[src/hw/fhbr_pkg.sv]
// package: register map, field positions and types for the data-link host block
package fhbr_pkg;
	// register indices; the byte address on the bus is four times the index
	localparam logic [7:0] FHBR_IDX_RX_FIFO    = 8'h05;
	localparam logic [7:0] FHBR_IDX_TX_STATUS  = 8'h06;
	localparam logic [7:0] FHBR_IDX_TX_CODE    = 8'h07;
	localparam logic [7:0] FHBR_IDX_TX_FIFO    = 8'h08;
	localparam logic [7:0] FHBR_IDX_IRQ_STATUS = 8'h10;
	localparam logic [7:0] FHBR_IDX_IRQ_MASK   = 8'h11;
	localparam logic [7:0] FHBR_IDX_RX_PUSH    = 8'h12;
	// field positions
	localparam int FHBR_POS_SEND   = 7;
	localparam int FHBR_POS_SRC    = 6;
	localparam int FHBR_POS_EMPTY  = 2;
	localparam int FHBR_POS_FULL   = 1;
	localparam int FHBR_POS_UDR    = 0;
	// reset values
	localparam logic [7:0] FHBR_CODE_RST = 8'h00;
	localparam logic [2:0] FHBR_MASK_RST = 3'h0;
	// fifo geometry
	localparam int FHBR_FIFO_DEPTH = 16;
	localparam int FHBR_PTR_W      = 4;
	localparam logic [4:0] FHBR_FIFO_FULL_CNT = 5'h10;
	// abort: eight ones on the link
	localparam logic [3:0] FHBR_ABORT_BITS = 4'h8;
	localparam logic [2:0] FHBR_CODE_BITS  = 3'h6;
	// bus answers
	localparam logic [1:0] FHBR_RESP_OKAY   = 2'h0;
	localparam logic [1:0] FHBR_RESP_SLVERR = 2'h2;
	// link transmitter modes
	typedef enum logic [1:0] {
		FHBR_TX_IDLE  = 2'b00,
		FHBR_TX_DATA  = 2'b01,
		FHBR_TX_ABORT = 2'b10,
		FHBR_TX_CODE  = 2'b11
	} fhbr_tx_state_type;
	// fifo write/read bundle
	typedef struct packed {
		logic       push;
		logic       pop;
		logic [7:0] wdata;
	} fhbr_fifo_req_type;
endpackage

[src/hw/fhbr_top.sv]
// data-link host registers, tx packet/code path and axi4-lite slave
// What this block does
// - Reading register 05 returns the next received packet byte, msb in bit 7.
// - Bits 7..3 of status register 06 are unassigned; here they read zero.
// - Status bit 2 is high live while the tx fifo is empty, bit 1 while full.
// - If the tx fifo runs dry mid-packet with no code pending, an abort is sent and bit 0 set.
// - The underrun flag holds until the host reads register 06.
// - Code bit 6 picks the link pin when 0, the onboard controller when 1.
// - Register 07 is read/write with trigger, source select and code.
//
// Design decision made here: the AXI4-Lite interface to the registers.
`timescale 1ns/10ps
`default_nettype none
module fhbr_top
	import fhbr_pkg::*;
(
	// clock and reset
	input  wire logic        aclk,
	input  wire logic        aresetn,
	// axi4-lite write address
	input  wire logic        s_axi_awvalid,
	output logic             s_axi_awready,
	input  wire logic [7:0]  s_axi_awaddr,
	// axi4-lite write data
	input  wire logic        s_axi_wvalid,
	output logic             s_axi_wready,
	input  wire logic [31:0] s_axi_wdata,
	input  wire logic [3:0]  s_axi_wstrb,
	// axi4-lite write response
	output logic             s_axi_bvalid,
	input  wire logic        s_axi_bready,
	output logic [1:0]       s_axi_bresp,
	// axi4-lite read address
	input  wire logic        s_axi_arvalid,
	output logic             s_axi_arready,
	input  wire logic [7:0]  s_axi_araddr,
	// axi4-lite read data
	output logic             s_axi_rvalid,
	input  wire logic        s_axi_rready,
	output logic [31:0]      s_axi_rdata,
	output logic [1:0]       s_axi_rresp,
	// data link: bit slot strobe, external pin, outgoing bit
	input  wire logic        link_bit_strobe,
	input  wire logic        link_data_input_pin,
	output logic             link_data_out,
	// interrupt
	output logic             irq
);
	logic        aw_q;
	logic        w_q;
	logic [7:0]  awaddr_q;
	logic [31:0] wdata_q;
	logic        wstrb0_q;
	logic        wr_fire;
	logic        rd_fire;
	logic        rd_hit;
	logic [7:0]  rd_byte;
	logic [7:0]  code_q;
	logic        udr_q;
	logic [2:0]  irq_stat_q;
	logic [2:0]  irq_mask_q;
	logic [1:0]  pin_sync_q;
	logic [1:0]  strobe_sync_q;
	logic        strobe_prev_q;
	logic        slot;
	logic        send_rise;
	logic        code_pend_q;
	logic [7:0]  shift_q;
	logic [3:0]  bitcnt_q;
	logic        ctrl_bit_q;
	logic        in_packet_q;
	logic        tx_empty;
	logic        tx_full;
	logic        rx_empty;
	logic [7:0]  rd_idx;
	logic [7:0]  tx_rdata;
	logic [7:0]  rx_rdata;
	logic        underrun_ev;
	logic        wr_data_ok;
	fhbr_tx_state_type state_q;
	fhbr_fifo_req_type tx_req;
	fhbr_fifo_req_type rx_req;

	// axi handshakes: accept address and data in either order
	assign s_axi_awready = !aw_q && !s_axi_bvalid;
	assign s_axi_wready  = !w_q && !s_axi_bvalid;
	assign s_axi_arready = !s_axi_rvalid;
	assign wr_fire       = aw_q && w_q && !s_axi_bvalid;
	assign rd_fire       = s_axi_arvalid && s_axi_arready;
	assign wr_data_ok    = wr_fire && wstrb0_q;
	assign rd_idx        = {2'b00, s_axi_araddr[7:2]}; // word index of the read

	// write channel capture
	always_ff @(posedge aclk) begin
		if (!aresetn) begin
			aw_q     <= 1'b0;
			w_q      <= 1'b0;
			awaddr_q <= 8'h00;
			wdata_q  <= 32'h0000_0000;
			wstrb0_q <= 1'b0;
		end else if (wr_fire) begin
			aw_q <= 1'b0;
			w_q  <= 1'b0;
		end else begin
			if (s_axi_awvalid && s_axi_awready) begin
				aw_q     <= 1'b1;
				awaddr_q <= {2'b00, s_axi_awaddr[7:2]}; // word index
			end
			if (s_axi_wvalid && s_axi_wready) begin
				w_q      <= 1'b1;
				wdata_q  <= s_axi_wdata;
				wstrb0_q <= s_axi_wstrb[0];
			end
		end
	end

	// write response; unmapped addresses answer slverr
	always_ff @(posedge aclk) begin
		if (!aresetn) begin
			s_axi_bvalid <= 1'b0;
			s_axi_bresp  <= FHBR_RESP_OKAY;
		end else if (wr_fire) begin
			s_axi_bvalid <= 1'b1;
			s_axi_bresp  <= (awaddr_q inside {FHBR_IDX_TX_CODE,
				FHBR_IDX_TX_FIFO, FHBR_IDX_IRQ_MASK, FHBR_IDX_RX_PUSH})
				? FHBR_RESP_OKAY : FHBR_RESP_SLVERR;
		end else if (s_axi_bready) begin
			s_axi_bvalid <= 1'b0;
		end
	end

	// read decode
	always_comb begin
		rd_hit  = 1'b1;
		rd_byte = 8'h00;
		case (rd_idx)
			FHBR_IDX_RX_FIFO:    rd_byte = rx_rdata;
			FHBR_IDX_TX_STATUS:  rd_byte = {5'h00, tx_empty, tx_full, udr_q};
			FHBR_IDX_TX_CODE:    rd_byte = code_q;
			FHBR_IDX_IRQ_STATUS: rd_byte = {5'h00, irq_stat_q};
			FHBR_IDX_IRQ_MASK:   rd_byte = {5'h00, irq_mask_q};
			default:             rd_hit = 1'b0;
		endcase
	end

	// read data register
	always_ff @(posedge aclk) begin
		if (!aresetn) begin
			s_axi_rvalid <= 1'b0;
			s_axi_rdata  <= 32'h0000_0000;
			s_axi_rresp  <= FHBR_RESP_OKAY;
		end else if (rd_fire) begin
			s_axi_rvalid <= 1'b1;
			s_axi_rdata  <= {24'h00_0000, rd_byte};
			s_axi_rresp  <= rd_hit ? FHBR_RESP_OKAY : FHBR_RESP_SLVERR;
		end else if (s_axi_rready) begin
			s_axi_rvalid <= 1'b0;
		end
	end

	// code control register, read/write
	always_ff @(posedge aclk) begin
		if (!aresetn) begin
			code_q <= FHBR_CODE_RST;
		end else if (wr_data_ok && awaddr_q == FHBR_IDX_TX_CODE) begin
			code_q <= wdata_q[7:0];
		end
	end

	// interrupt mask register
	always_ff @(posedge aclk) begin
		if (!aresetn) begin
			irq_mask_q <= FHBR_MASK_RST;
		end else if (wr_data_ok && awaddr_q == FHBR_IDX_IRQ_MASK) begin
			irq_mask_q <= wdata_q[2:0];
		end
	end

	// fifos: tx loaded by host, rx loaded through the push port
	assign tx_req.push  = wr_data_ok && awaddr_q == FHBR_IDX_TX_FIFO;
	assign tx_req.wdata = wdata_q[7:0];
	assign tx_req.pop   = slot && bitcnt_q == 4'h0 && !code_pend_q
		&& !tx_empty; // pop whenever a data byte starts, from any state
	assign rx_req.push  = wr_data_ok && awaddr_q == FHBR_IDX_RX_PUSH;
	assign rx_req.wdata = wdata_q[7:0];
	assign rx_req.pop   = rd_fire && rd_idx == FHBR_IDX_RX_FIFO;

	fhbr_fifo u_tx_fifo (
		.aclk    (aclk),
		.aresetn (aresetn),
		.req     (tx_req),
		.rdata   (tx_rdata),
		.empty   (tx_empty),
		.full    (tx_full)
	);

	fhbr_fifo u_rx_fifo (
		.aclk    (aclk),
		.aresetn (aresetn),
		.req     (rx_req),
		.rdata   (rx_rdata),
		.empty   (rx_empty),
		.full    ()
	);

	// pin inputs pass two flip-flops
	always_ff @(posedge aclk) begin
		if (!aresetn) begin
			pin_sync_q    <= 2'b00;
			strobe_sync_q <= 2'b00;
			strobe_prev_q <= 1'b0;
		end else begin
			pin_sync_q    <= {pin_sync_q[0], link_data_input_pin};
			strobe_sync_q <= {strobe_sync_q[0], link_bit_strobe};
			strobe_prev_q <= strobe_sync_q[1];
		end
	end
	assign slot      = strobe_sync_q[1] && !strobe_prev_q;
	assign send_rise = wr_data_ok && awaddr_q == FHBR_IDX_TX_CODE
		&& !code_q[FHBR_POS_SEND] && wdata_q[FHBR_POS_SEND];

	// pending code request waits for the byte end; dropped as the code starts
	always_ff @(posedge aclk) begin
		if (!aresetn) begin
			code_pend_q <= 1'b0;
		end else if (send_rise) begin
			code_pend_q <= 1'b1;
		end else if (slot && bitcnt_q == 4'h0) begin
			code_pend_q <= 1'b0;
		end
	end

	assign underrun_ev = slot && state_q == FHBR_TX_DATA && bitcnt_q == 4'h0
		&& tx_empty && in_packet_q && !code_pend_q;

	// link transmitter: one bit per slot strobe, lsb first
	always_ff @(posedge aclk) begin
		if (!aresetn) begin
			state_q     <= FHBR_TX_IDLE;
			shift_q     <= 8'h00;
			bitcnt_q    <= 4'h0;
			ctrl_bit_q  <= 1'b1;
			in_packet_q <= 1'b0;
		end else if (slot) begin
			if (bitcnt_q != 4'h0) begin
				ctrl_bit_q <= shift_q[0];
				shift_q    <= {1'b1, shift_q[7:1]};
				bitcnt_q   <= bitcnt_q - 4'h1;
			end else if (code_pend_q) begin
				state_q    <= FHBR_TX_CODE;
				ctrl_bit_q <= code_q[0];
				shift_q    <= {3'h7, code_q[5:1]};
				bitcnt_q   <= {1'b0, FHBR_CODE_BITS - 3'h1};
				in_packet_q <= 1'b0;
			end else if (!tx_empty) begin
				state_q     <= FHBR_TX_DATA;
				ctrl_bit_q  <= tx_rdata[0];
				shift_q     <= {1'b1, tx_rdata[7:1]};
				bitcnt_q    <= 4'h7;
				in_packet_q <= 1'b1;
			end else if (in_packet_q) begin
				state_q     <= FHBR_TX_ABORT;
				ctrl_bit_q  <= 1'b1;
				shift_q     <= 8'hFF;
				bitcnt_q    <= FHBR_ABORT_BITS - 4'h1;
				in_packet_q <= 1'b0;
			end else begin
				state_q    <= FHBR_TX_IDLE;
				ctrl_bit_q <= 1'b1;
			end
		end
	end

	// underrun flag: set wins over the read clear
	always_ff @(posedge aclk) begin
		if (!aresetn) begin
			udr_q <= 1'b0;
		end else if (underrun_ev) begin
			udr_q <= 1'b1;
		end else if (rd_fire && rd_idx == FHBR_IDX_TX_STATUS) begin
			udr_q <= 1'b0;
		end
	end

	// sticky events: underrun, rx data ready, tx fifo empty
	always_ff @(posedge aclk) begin
		if (!aresetn) begin
			irq_stat_q <= 3'h0;
		end else begin
			irq_stat_q <= ((rd_fire && rd_idx == FHBR_IDX_IRQ_STATUS)
				? 3'h0 : irq_stat_q)
				| {tx_empty, !rx_empty, underrun_ev};
		end
	end

	// link source select and interrupt output
	always_ff @(posedge aclk) begin
		if (!aresetn) begin
			link_data_out <= 1'b1;
			irq           <= 1'b0;
		end else begin
			link_data_out <= code_q[FHBR_POS_SRC] ? ctrl_bit_q
				: pin_sync_q[1];
			irq <= |(irq_stat_q & irq_mask_q);
		end
	end
endmodule // fhbr_top
`default_nettype wire

[src/hw/fhbr_fifo.sv]
// byte fifo in flip-flops with live empty and full flags
`timescale 1ns/10ps
`default_nettype none
module fhbr_fifo
	import fhbr_pkg::*;
(
	// clock and reset
	input  wire logic              aclk,
	input  wire logic              aresetn,
	// requests
	input  wire fhbr_fifo_req_type req,
	// state
	output logic [7:0]             rdata,
	output logic                   empty,
	output logic                   full
);
	logic [7:0]            mem_q [FHBR_FIFO_DEPTH];
	logic [FHBR_PTR_W-1:0] wptr_q;
	logic [FHBR_PTR_W-1:0] rptr_q;
	logic [FHBR_PTR_W:0]   cnt_q;
	logic                  do_push;
	logic                  do_pop;

	// guard pointers: popping empty or pushing full changes nothing
	assign do_push = req.push && !full;
	assign do_pop  = req.pop && !empty;
	assign empty   = (cnt_q == '0);
	assign full    = (cnt_q == FHBR_FIFO_FULL_CNT);
	assign rdata   = mem_q[rptr_q];

	// storage, one generate entry per slot
	for (genvar i = 0; i < FHBR_FIFO_DEPTH; i++) begin : g_slot
		always_ff @(posedge aclk) begin
			if (!aresetn) begin
				mem_q[i] <= 8'h00;
			end else if (do_push && wptr_q == FHBR_PTR_W'(i)) begin
				mem_q[i] <= req.wdata;
			end
		end
	end

	// pointers and fill count
	always_ff @(posedge aclk) begin
		if (!aresetn) begin
			wptr_q <= '0;
			rptr_q <= '0;
			cnt_q  <= '0;
		end else begin
			if (do_push) wptr_q <= wptr_q + 1'b1;
			if (do_pop) rptr_q <= rptr_q + 1'b1;
			if (do_push && !do_pop) cnt_q <= cnt_q + 1'b1;
			else if (do_pop && !do_push) cnt_q <= cnt_q - 1'b1;
		end
	end
endmodule // fhbr_fifo
`default_nettype wire

[config.mk]
export PLATFORM = sky130hd
export DESIGN_NAME = fhbr_top
export DESIGN_NICKNAME = d
export VERILOG_FILES = /design/src/hw/fhbr_pkg.sv /design/src/hw/fhbr_top.sv /design/src/hw/fhbr_fifo.sv
export SDC_FILE = /design/constraint.sdc
export NUM_CORES = 1
export LEC_CHECK = 0
export ABC_AREA = 1
export BUFFER_PORTS_ARGS = -buffer_cell sky130_fd_sc_hd__buf_2
export CAP_MARGIN = 20
export CORE_UTILIZATION = 30
export CTS_CLUSTER_DIAMETER = 200
export DETAILED_ROUTE_END_ITERATION = 6
export GPL_ROUTABILITY_DRIVEN = 0
export PLACE_DENSITY = 0.51
export SYNTH_ARGS = -nofsm -noshare
export SYNTH_HDL_FRONTEND = slang
export SYNTH_SLANG_ARGS = --single-unit
[constraint.sdc]
create_clock -name aclk -period 4.4 [get_ports aclk]
set_clock_uncertainty 0.15 [all_clocks]
set_input_delay 0.66 -clock aclk [delete_from_list [all_inputs] [get_ports aclk]]
set_output_delay 0.66 -clock aclk [all_outputs]
set_load 0.02 [all_outputs]
==> results of run 1 <==
[kinds of logic after synthesis]
| family | count (synthesis) |
|---|---|
| buffers and inverters | 265 |
| adder cells (fa/ha/maj) | 23 |
| AND/OR/NAND/NOR | 824 |
| other | 1 |
| AO/OA/AOI/OAI | 337 |
| flip-flops | 358 |
| XOR/XNOR | 8 |
[critical path, stage by stage, from the launching register on]
cell     delay [ns]
dfxtp_1        0.36
inv_1          0.09
ha_1           0.21
nand2_2        0.24
inv_2          0.13
nand2_2        0.13
nor2_1         0.08
nand2_1        0.18
ha_1           0.22
inv_1          0.12
fa_1           0.48
a21oi_1        0.15
nor2_1         0.07
o21ai_0        0.14
nand3_1        0.10
o21ai_0        0.15
a21oi_1        0.05
[registers in the layout, summed over array words and instances (netlist names), 5 cells and up, named ones only]
| signal | flops |
|---|---|
| u_tx_fifo.cnt_q | 5 |
| awaddr_q | 6 |
| wdata_q | 8 |
| s_axi_rdata | 8 |
| u_rx_fifo.mem_q | 128 |
| u_tx_fifo.mem_q | 128 |
| u_rx_fifo.cnt_q | 5 |
| shift_q | 8 |
| code_q | 8 |
[power breakdown]
| part | internal (mW) | switching, mW |
|---|---|---|
| Clock | 1.93 | 1.33 |
| Combinational | 0.0896 | 0.323 |
| Sequential | 3.72 | 0.0382 |
[cell type report]
type	instances	area share, %
Clock buffer	60	6.18
Clock inverter	9	0.540
Inverter	144	2.91
Multi-Input combinational cell	1218	30.8
Sequential cell	358	51.9
Tap cell	696	4.64
Timing Repair Buffer	92	3.06
[through the flow]
step / hold WS (ns) / power [mW] / worst slack [ns]
floorplan: 0.240 / 4.08 / 1.63
detailed placement: 0.248 / 4.24 / 1.07
CTS: 0.142 / 7.49 / 1.26
finish: 0.160 / 7.42 / 1.24
global placement: 0.251 / 4.23 / 1.04
global route: 0.158 / 7.65 / 0.886
[worst paths after layout]
path,depth (start not counted),slack (ns),endpoint,start
worst min register to register,2,0.26,pin_sync_q[1],pin_sync_q[0]
worst max-delay path,16,1.24,u_tx_fifo.cnt_q[4],bitcnt_q[0]
worst min-delay path,3,0.16,pin_sync_q[0],link_data_input_pin
worst max register to register,16,1.24,u_tx_fifo.cnt_q[4],bitcnt_q[0]
[layer usage]
layer | vias up | share of wire (%) | GRT usage (%)
li1 | 6094 | - | -
met1 | 6010 | 46 | 22.1
met2 | 381 | 45 | 24.7
met3 | 56 | 6.0 | 2.21
met4 | 0 | 2.1 | 4.41
met5 | - | 0 | 0
[layout by cell type, fill, tap and decap left out, types with 12 or more instances in the layout]
cell and count:
clkinv_1 12, conb_1 26, buf_4 38, inv_1 124, nand3_1 111, nand3_2 12, o21ai_0 206, ha_1 21
clkbuf_16 39, nor2_1 477, a21oi_1 87, dfxtp_1 100, nand2_1 184, buf_2 52, edfxtp_1 256, o211ai_1 24
==> metrics, run 1 <==
status finished, final reports clean; final non-filler cell total 2,577; largest area contributor in the netlist edfxtp_1; Synth Register Bits 358; share of cells above drive strength 1 about a tenth; I/O pin cnt 104; Post-synth EDFFs approximately 260; critical path peak fanout 15; htree depth 2; Layout Utilization 34.6%; Post-CTS Setup Repair Bufs 0; die area 0.0561 mm²; Compound-Gate Fraction of Synth Area ~11%; Die X 237 µm; DRC Markers 0; Async S/R FF share, synth 0%; Initial Util 30.6%; min-delay worst type primary input to flip-flop; mux contribution to synthesized area 0%; top-count cell post-synth nor2_1; first-pass GRT wire length 68,600 µm; multi-input logic area 0.00577 mm²; nets 1,936; final hold vios 0; top_reg_cell synth edfxtp_1; Final setup viols 0; GRT overflow 0; Tot GR Track Use ~16%; Core ar. 0.0541 mm²; top area cells in the synthesized netlist edfxtp_1 (46%), dfxtp_1 (12%), nor2_1 (11%); Pins Over Slew Limit 0; clk slew on worst S/H paths approximately 0.060 ns; DR pass1 iterations 5; Power Density between 300 and 400 mW/mm²; max_cap viols 0; Worst-Margin Slew roughly 0.90 ns; Critical Path RT 4.67 ns; Post-DP HPWL 28,500 µm; Layout area overhead 13.4%; vias in the first global route around 12,000; Seq. cell area 0.00973 mm²; crit path DAT approximately 3.4 ns; DR vias 12,541; largest net degree at the start of global routing between 70 and 80; I/O Buffers 46; Fmax ~320 MHz; final worst-path cycle share 71.9%; design area 0.0188 mm²; adder-cell share of the synthesized area 1.83%; CTS tree done; cell area after placement 0.0175 mm²; post-DR wirelength/cell 17.0 µm; Avg Cell Area, Syn 9.11 µm²; Routed Antenna Nets 0; post-route minimum period 3.16 ns; Synth Area in Simple Gates 21.3%; peak supply drop 0.291 mV; initial antenna violation count 0; Synth top area share 46.5%; Post-Route WL 43,900 µm; PostCTS Resize Cnt 0; P_leak 6.99 nW; fill cell count 5,488; crit path kind flip-flop to flip-flop; Antenna diodes 0; commonest cells in the netlist nor2_1 (477), edfxtp_1 (256), o21ai_0 (206); num rows 85; largest family of logic cells by synthesized area simple AND/OR/NAND/NOR gates; Clk Latency, worst-skew pair 0.54 ns; register area share after synthesis roughly 59%; Final TNS setup 0 ns; Cells after Synth 1,816; number of CTS-inserted buffers 38; RSZ-0062 raised after global routing false; worst rel slew slack around two fifths; 1st-iter DRT viols 1,002; Netlist Area Pre-Place approximately 0.017 mm²; synth unique cells 42; Max Buffers Root-to-Sink 3; Die H 237 µm; placed cell count roughly 2,500; yosys warns 0; crit end category flip-flop; clock sinks 358; post-DR vias/cell between 4 and 5; CP Launch Type flip-flop; xor/xnor share of the synthesized area 0.424%; hold buffer count at CTS 0; Root Driver clkbuf_16
Note: power is estimated with default switching activity, not from simulation.
==> run 2, diff against run 1 <==
- PLACE_DENSITY: 0.51 -> 0.53
- clock period: 4.4 -> 2.8 ns (I/O delays scaled with it)
==> run 2 against run 1 <==
Effect of this change: core utilization up 0.61 points; die area unchanged; sequential cell count is the same; via count increased by 1.2%; global-route usage down 0.14 points; largest power group unchanged.
==> metrics, run 2 (synthesis results as in run 1) <==
placed cell count around 2,500; die area roughly 0.056 mm²; initial antenna violation count 0; clock sinks around 360; fill cell count 5,473; min-delay worst type primary input to flip-flop; Power Density 605 mW/mm²; Post-Route WL 43,000 µm; clk slew on worst S/H paths 0.06 ns; CP Launch Type flip-flop; Pins Over Slew Limit 0; DRC Markers 0; vias in the first global route roughly 12,000; Core ar. 0.0541 mm²; post-route minimum period 2.62 ns; most frequent cells in the layout nor2_1 (476), edfxtp_1 (256), o21ai_0 (205); Final setup viols 0; Max Buffers Root-to-Sink 3; dpl ws 0.0737 ns; Worst-Margin Slew 0.730 ns; CTS tree done; Seq. cell area 0.00973 mm²; Die H 237 µm; Top Registers u_rx_fifo.mem_q: 128 flops, u_tx_fifo.mem_q: 128 flops; Antenna diodes 0; Initial Util 30.6%; number of CTS-inserted buffers 38; Clk Latency, worst-skew pair 0.55 ns; first-pass GRT wire length 68,600 µm; P_leak 7.15 nW; post-DR vias/cell 4.87; status finished, final reports clean; Critical Path RT between 3 and 4 ns; Die X approximately 240 µm; max_cap viols 0; Final TNS setup 0 ns; most common cell after layout, fill and taps aside nor2_1; Post-DP HPWL between 20,000 and 30,000 µm; Final Hold Slack 0.0194 ns; Design Power 11.5 mW; DR pass1 iterations 5; post-DR wirelength/cell 16.5 µm; multi-input logic area 0.00580 mm²; final worst-path cycle share 93.4%; num rows 85; setup ws final 0.184 ns; 1st-iter DRT viols 1,065; share of cells above drive strength 1 11.8%; critical path peak fanout 4; peak supply drop 0.455 mV; largest net degree at the start of global routing 66; Routed Antenna Nets 0; Layout area overhead 15.4%; final non-filler cell total 2,609; Fmax 382 MHz; DR vias 12,694; worst rel slew slack between 50% and 60%; crit path DAT 2.90 ns; nets roughly 2,000; Root Driver clkbuf_16; hold path cells 3; crit path kind flip-flop to flip-flop; I/O Buffers 46; GRT overflow 0; I/O pin cnt around 100; crit end category flip-flop; final hold vios 0; Worst R2R Path Depth 17; Tot GR Track Use ~15%; htree depth 2
==> run 2: changes by cell type in the layout (fill, tap and decap cells not counted), sizes merged <==
cell / before / now
dlygate4sd3: 0 / 8
inv: 133 / 134
buf: 91 / 119
bufinv: 2 / 1
clkinv: 18 / 22
clkbuf: 61 / 53
==> run 2: metal layers <==
| metal | wire, µm | global-route usage, % | part of all wire, % | vias to the layer above |
|---|---|---|---|---|
| met4 | 916 | 4.31 | 2.1 | 0 |
| met5 | 0 | 0 | 0 | - |
| met3 | 2420 | 1.84 | 5.6 | 58 |
| met1 | 20000 | 21.8 | 47 | 6106 |
| met2 | 19600 | 24.9 | 46 | 355 |
| li1 | - | - | - | 6175 |
==> run 2: stage by stage <==
step	util, %	instance area (µm²)
floorplan	-	16600
global placement	32.8	17700
detailed placement	32.8	17700
CTS	35.2	19000
global route	35.3	19100
finish	35.3	19100
==> run 2: cell type report <==
class                      instances  area share (%)
clock inverter                    13           0.603
inverter                         144            2.86
tap                              696            4.56
timing repair buffer             127            4.77
sequential                       358            51.0
clock buffer                      53            5.82
multi-input combinational       1218            30.4
==> run 2: repair_timing <==
item / in CTS / in global routing
hold buffers: 8 / 0
buffers inserted: 0 / 2
endpoints found under the hold margin: 7 / 0
resized for setup: 0 / 9
setup endpoints to repair: 0 / 3
==> run 2: power by group <==
part | internal [mW] | total (mW) | switching (mW)
Combinational | 0.163 | 0.664 | 0.501
Sequential | 5.84 | 5.90 | 0.0604
Clock | 2.88 | 4.97 | 2.10
Total | 8.88 | 11.5 | 2.66
==> run 2: worst paths after layout <==
check / startpoint / end / slack (ns)
setup / recovery: aw_q / u_rx_fifo.cnt_q[4] / 0.18
hold / removal: s_axi_awaddr[3] / awaddr_q[1] / 0.02
setup reg to reg: aw_q / u_rx_fifo.cnt_q[4] / 0.18
hold reg to reg: pin_sync_q[0] / pin_sync_q[1] / 0.26
==> run 2: worst max-delay path: stages, from the launching register on <==
cell	delay, ns
dfxtp_1	0.34
inv_1	0.08
nor3_4	0.21
nand2_2	0.13
inv_2	0.11
nand3_4	0.10
clkinv_4	0.06
ha_2	0.21
inv_1	0.10
ha_1	0.30
a21oi_1	0.16
nor2_1	0.05
nor2_1	0.13
nor2_1	0.05
nor2_1	0.09
nand2_1	0.08
o21ai_1	0.12
a21oi_1	0.05
==> run 3, diff against run 2 <==
--- a/config.mk
+++ b/config.mk
@@ -10,2 +10,3 @@
 export CAP_MARGIN = 20
+export CORE_MARGIN = 2
 export CORE_UTILIZATION = 30
@@ -15,2 +16,3 @@
 export PLACE_DENSITY = 0.53
+export SETUP_SLACK_MARGIN = 0.5
 export SYNTH_ARGS = -nofsm -noshare
--- a/constraint.sdc
+++ b/constraint.sdc
@@ -4,2 +4,2 @@
 set_output_delay 0.42 -clock aclk [all_outputs]
-set_load 0.02 [all_outputs]
+set_load 0.01 [all_outputs]
==> run 3 against run 2 <==
Effect of this change: core utilization rose by 0.18 points; cell area grew 1.7%; critical path depth increased by 1; hold slack better by 0.014 ns; power is 0.19% higher; sequential power hardly changed; first-iteration DRC count increased by 9.2%; final cell count increased by 0.77%; die area is 1.7% higher; wire length up 2.5%; register-to-register slack improved by 0.21 ns; largest cell class unchanged.
==> metrics, run 3 (synthesis results as in run 1) <==
cell area after placement 0.0178 mm²; number of CTS-inserted buffers 38; design area around 0.019 mm²; Layout Utilization between 30% and 40%; DR vias approximately 13,000; DRC Markers 0; Post-DP HPWL between 20,000 and 30,000 µm; Worst R2R Path Depth 18; nets 1,980; Routed Antenna Nets 0; Final setup viols 0; Seq. cell area 0.00975 mm²; Pins Over Slew Limit 0; RSZ-0062 raised after global routing true; crit end category flip-flop; Antenna diodes 0; Final TNS setup 0 ns; placed cell count 2,525; Power Density about 600 mW/mm²; P_leak approximately 7.3 nW; Tot GR Track Use 15.5%; CP Launch Type flip-flop; Die X 239 µm; multi-input logic area 0.00595 mm²; min-delay worst type primary input to flip-flop; post-DR wirelength/cell 16.8 µm; R2R setup slack 0.39 ns; end of the critical path u_rx_fifo.cnt_q[4]; fill cell count 5,490; vias in the first global route about 12,000; CP startpoint aw_q; Root Driver clkbuf_16; Core ar. 0.0548 mm²; Hold Crit Start s_axi_awaddr[4]; status finished, final reports clean; clock sinks 358; Post-Route WL 44,100 µm; R2R Path Start aw_q; CP cell instances inv_2, nor3_4, nand2_4, buf_4, inv_4, nand3_4, clkinv_4, ha_4, fa_2, inv_1, a21oi_1, nor2_1, nor2_1, nor2_1, nor2_1, nand2_1, o21ai_1, a21oi_1; reg2reg end u_rx_fifo.cnt_q[4]; max_cap viols 0; Layout area overhead 17.3%; largest net degree at the start of global routing 66; Worst-Margin Slew 0.936 ns; Initial Util 30.2%; final non-filler cell total 2,629; CP max-delay cell dfxtp_2; Clk Latency, worst-skew pair between 0.5 and 0.6 ns; most frequent cells in the layout nor2_1 (472), edfxtp_1 (256), o21ai_0 (198); Final Hold Slack around 0.033 ns; critical path peak fanout 3; Max Buffers Root-to-Sink 3; worst rel slew slack 37.2%; Fmax 415 MHz; clk slew on worst S/H paths 0.06 ns; Die H 239 µm; CTS tree done; DR pass1 iterations 5; die area 0.0570 mm²; htree depth 2; Critical Path RT 3.07 ns; I/O Buffers 46; initial antenna violation count 0; final worst-path cycle share a little under nine tenths; I/O pin cnt 104; post-route minimum period 2.41 ns; GRT overflow 0; final hold vios 0; Slowest Stage Delay on Critical Path approximately 0.33 ns; share of cells above drive strength 1 14.5%; num rows 86; peak supply drop around 0.35 mV; most common cell after layout, fill and taps aside nor2_1; crit path kind flip-flop to flip-flop; 1st-iter DRT viols 1,163; crit path DAT ~2.7 ns; Top Registers u_rx_fifo.mem_q: 128 flops, u_tx_fifo.mem_q: 128 flops; first-pass GRT wire length approximately 70,000 µm; post-DR vias/cell 4.83; CP dominant cell by count nor2_1
[run 3: cell count changes in the layout (fill, tap and decap cells not counted), moves of 5 or more]
cell     previous run  this run
inv_1             123       111
o21ai_1             6        11
o21ai_0           205       198
dfxtp_1           100        90
inv_2               9        14
dfxtp_2             2        11
nand2_1           184       179
ha_4                0         5
[run 3: how the worst min path moves through the flow]
stage                         end  slack [ns]  cells past startpoint
finish                awaddr_q[2]        0.03                      3
floorplan           pin_sync_q[1]        0.24                      2
detailed placement  pin_sync_q[1]        0.25                      2
CTS                   awaddr_q[2]       0.005                      3
global placement    pin_sync_q[1]        0.25                      2
global route          awaddr_q[3]        0.04                      3
[run 3: per-stage QoR]
step	power (mW)	worst slack, ns
after floorplan	6.39	0.481
after global placement	6.66	0.197
after detailed placement	6.68	0.238
after CTS	11.6	0.381
after global routing	11.9	0.181
final	11.6	0.393
[run 3: routing by layer]
layer | up-vias | global-route usage, % | part of all wire, %
li1 | 6199 | - | -
met5 | - | 0 | 0
met4 | 0 | 5.44 | 3.1
met1 | 6015 | 22.1 | 46
met2 | 392 | 24.3 | 45
met3 | 79 | 2.07 | 6.0
[run 3: where the power goes]
group	total, mW	internal, mW	switching (mW)
Combinational	0.682	0.183	0.499
Sequential	5.90	5.84	0.0619
Clock	4.98	2.90	2.07
Total	11.6	8.93	2.64
[run 3: area by class of cell]
type	instances	area share, %
Multi-Input combinational cell	1218	30.7
Clock buffer	55	5.65
Sequential cell	358	50.2
Clock inverter	14	0.606
Inverter	144	2.95
Tap cell	704	4.54
Timing Repair Buffer	136	5.35
[run 3: critical path: cells and delay by family (launching register included)]
kind / cells / cell delay [ns]
flops: 1 / 0.33
simple gates: 8 / 0.79
buf+inv: 5 / 0.38
compound gates: 3 / 0.30
fa+ha+maj: 2 / 0.36
[run 3: timing repair]
action / CTS / global route
pin swaps: 19 / 14
gates resized for setup: 25 / 24
setup buffers: 19 / 10
hold buffers: 6 / 0
hold endpoints to repair: 5 / 0
setup endpoints to repair: 9 / 142
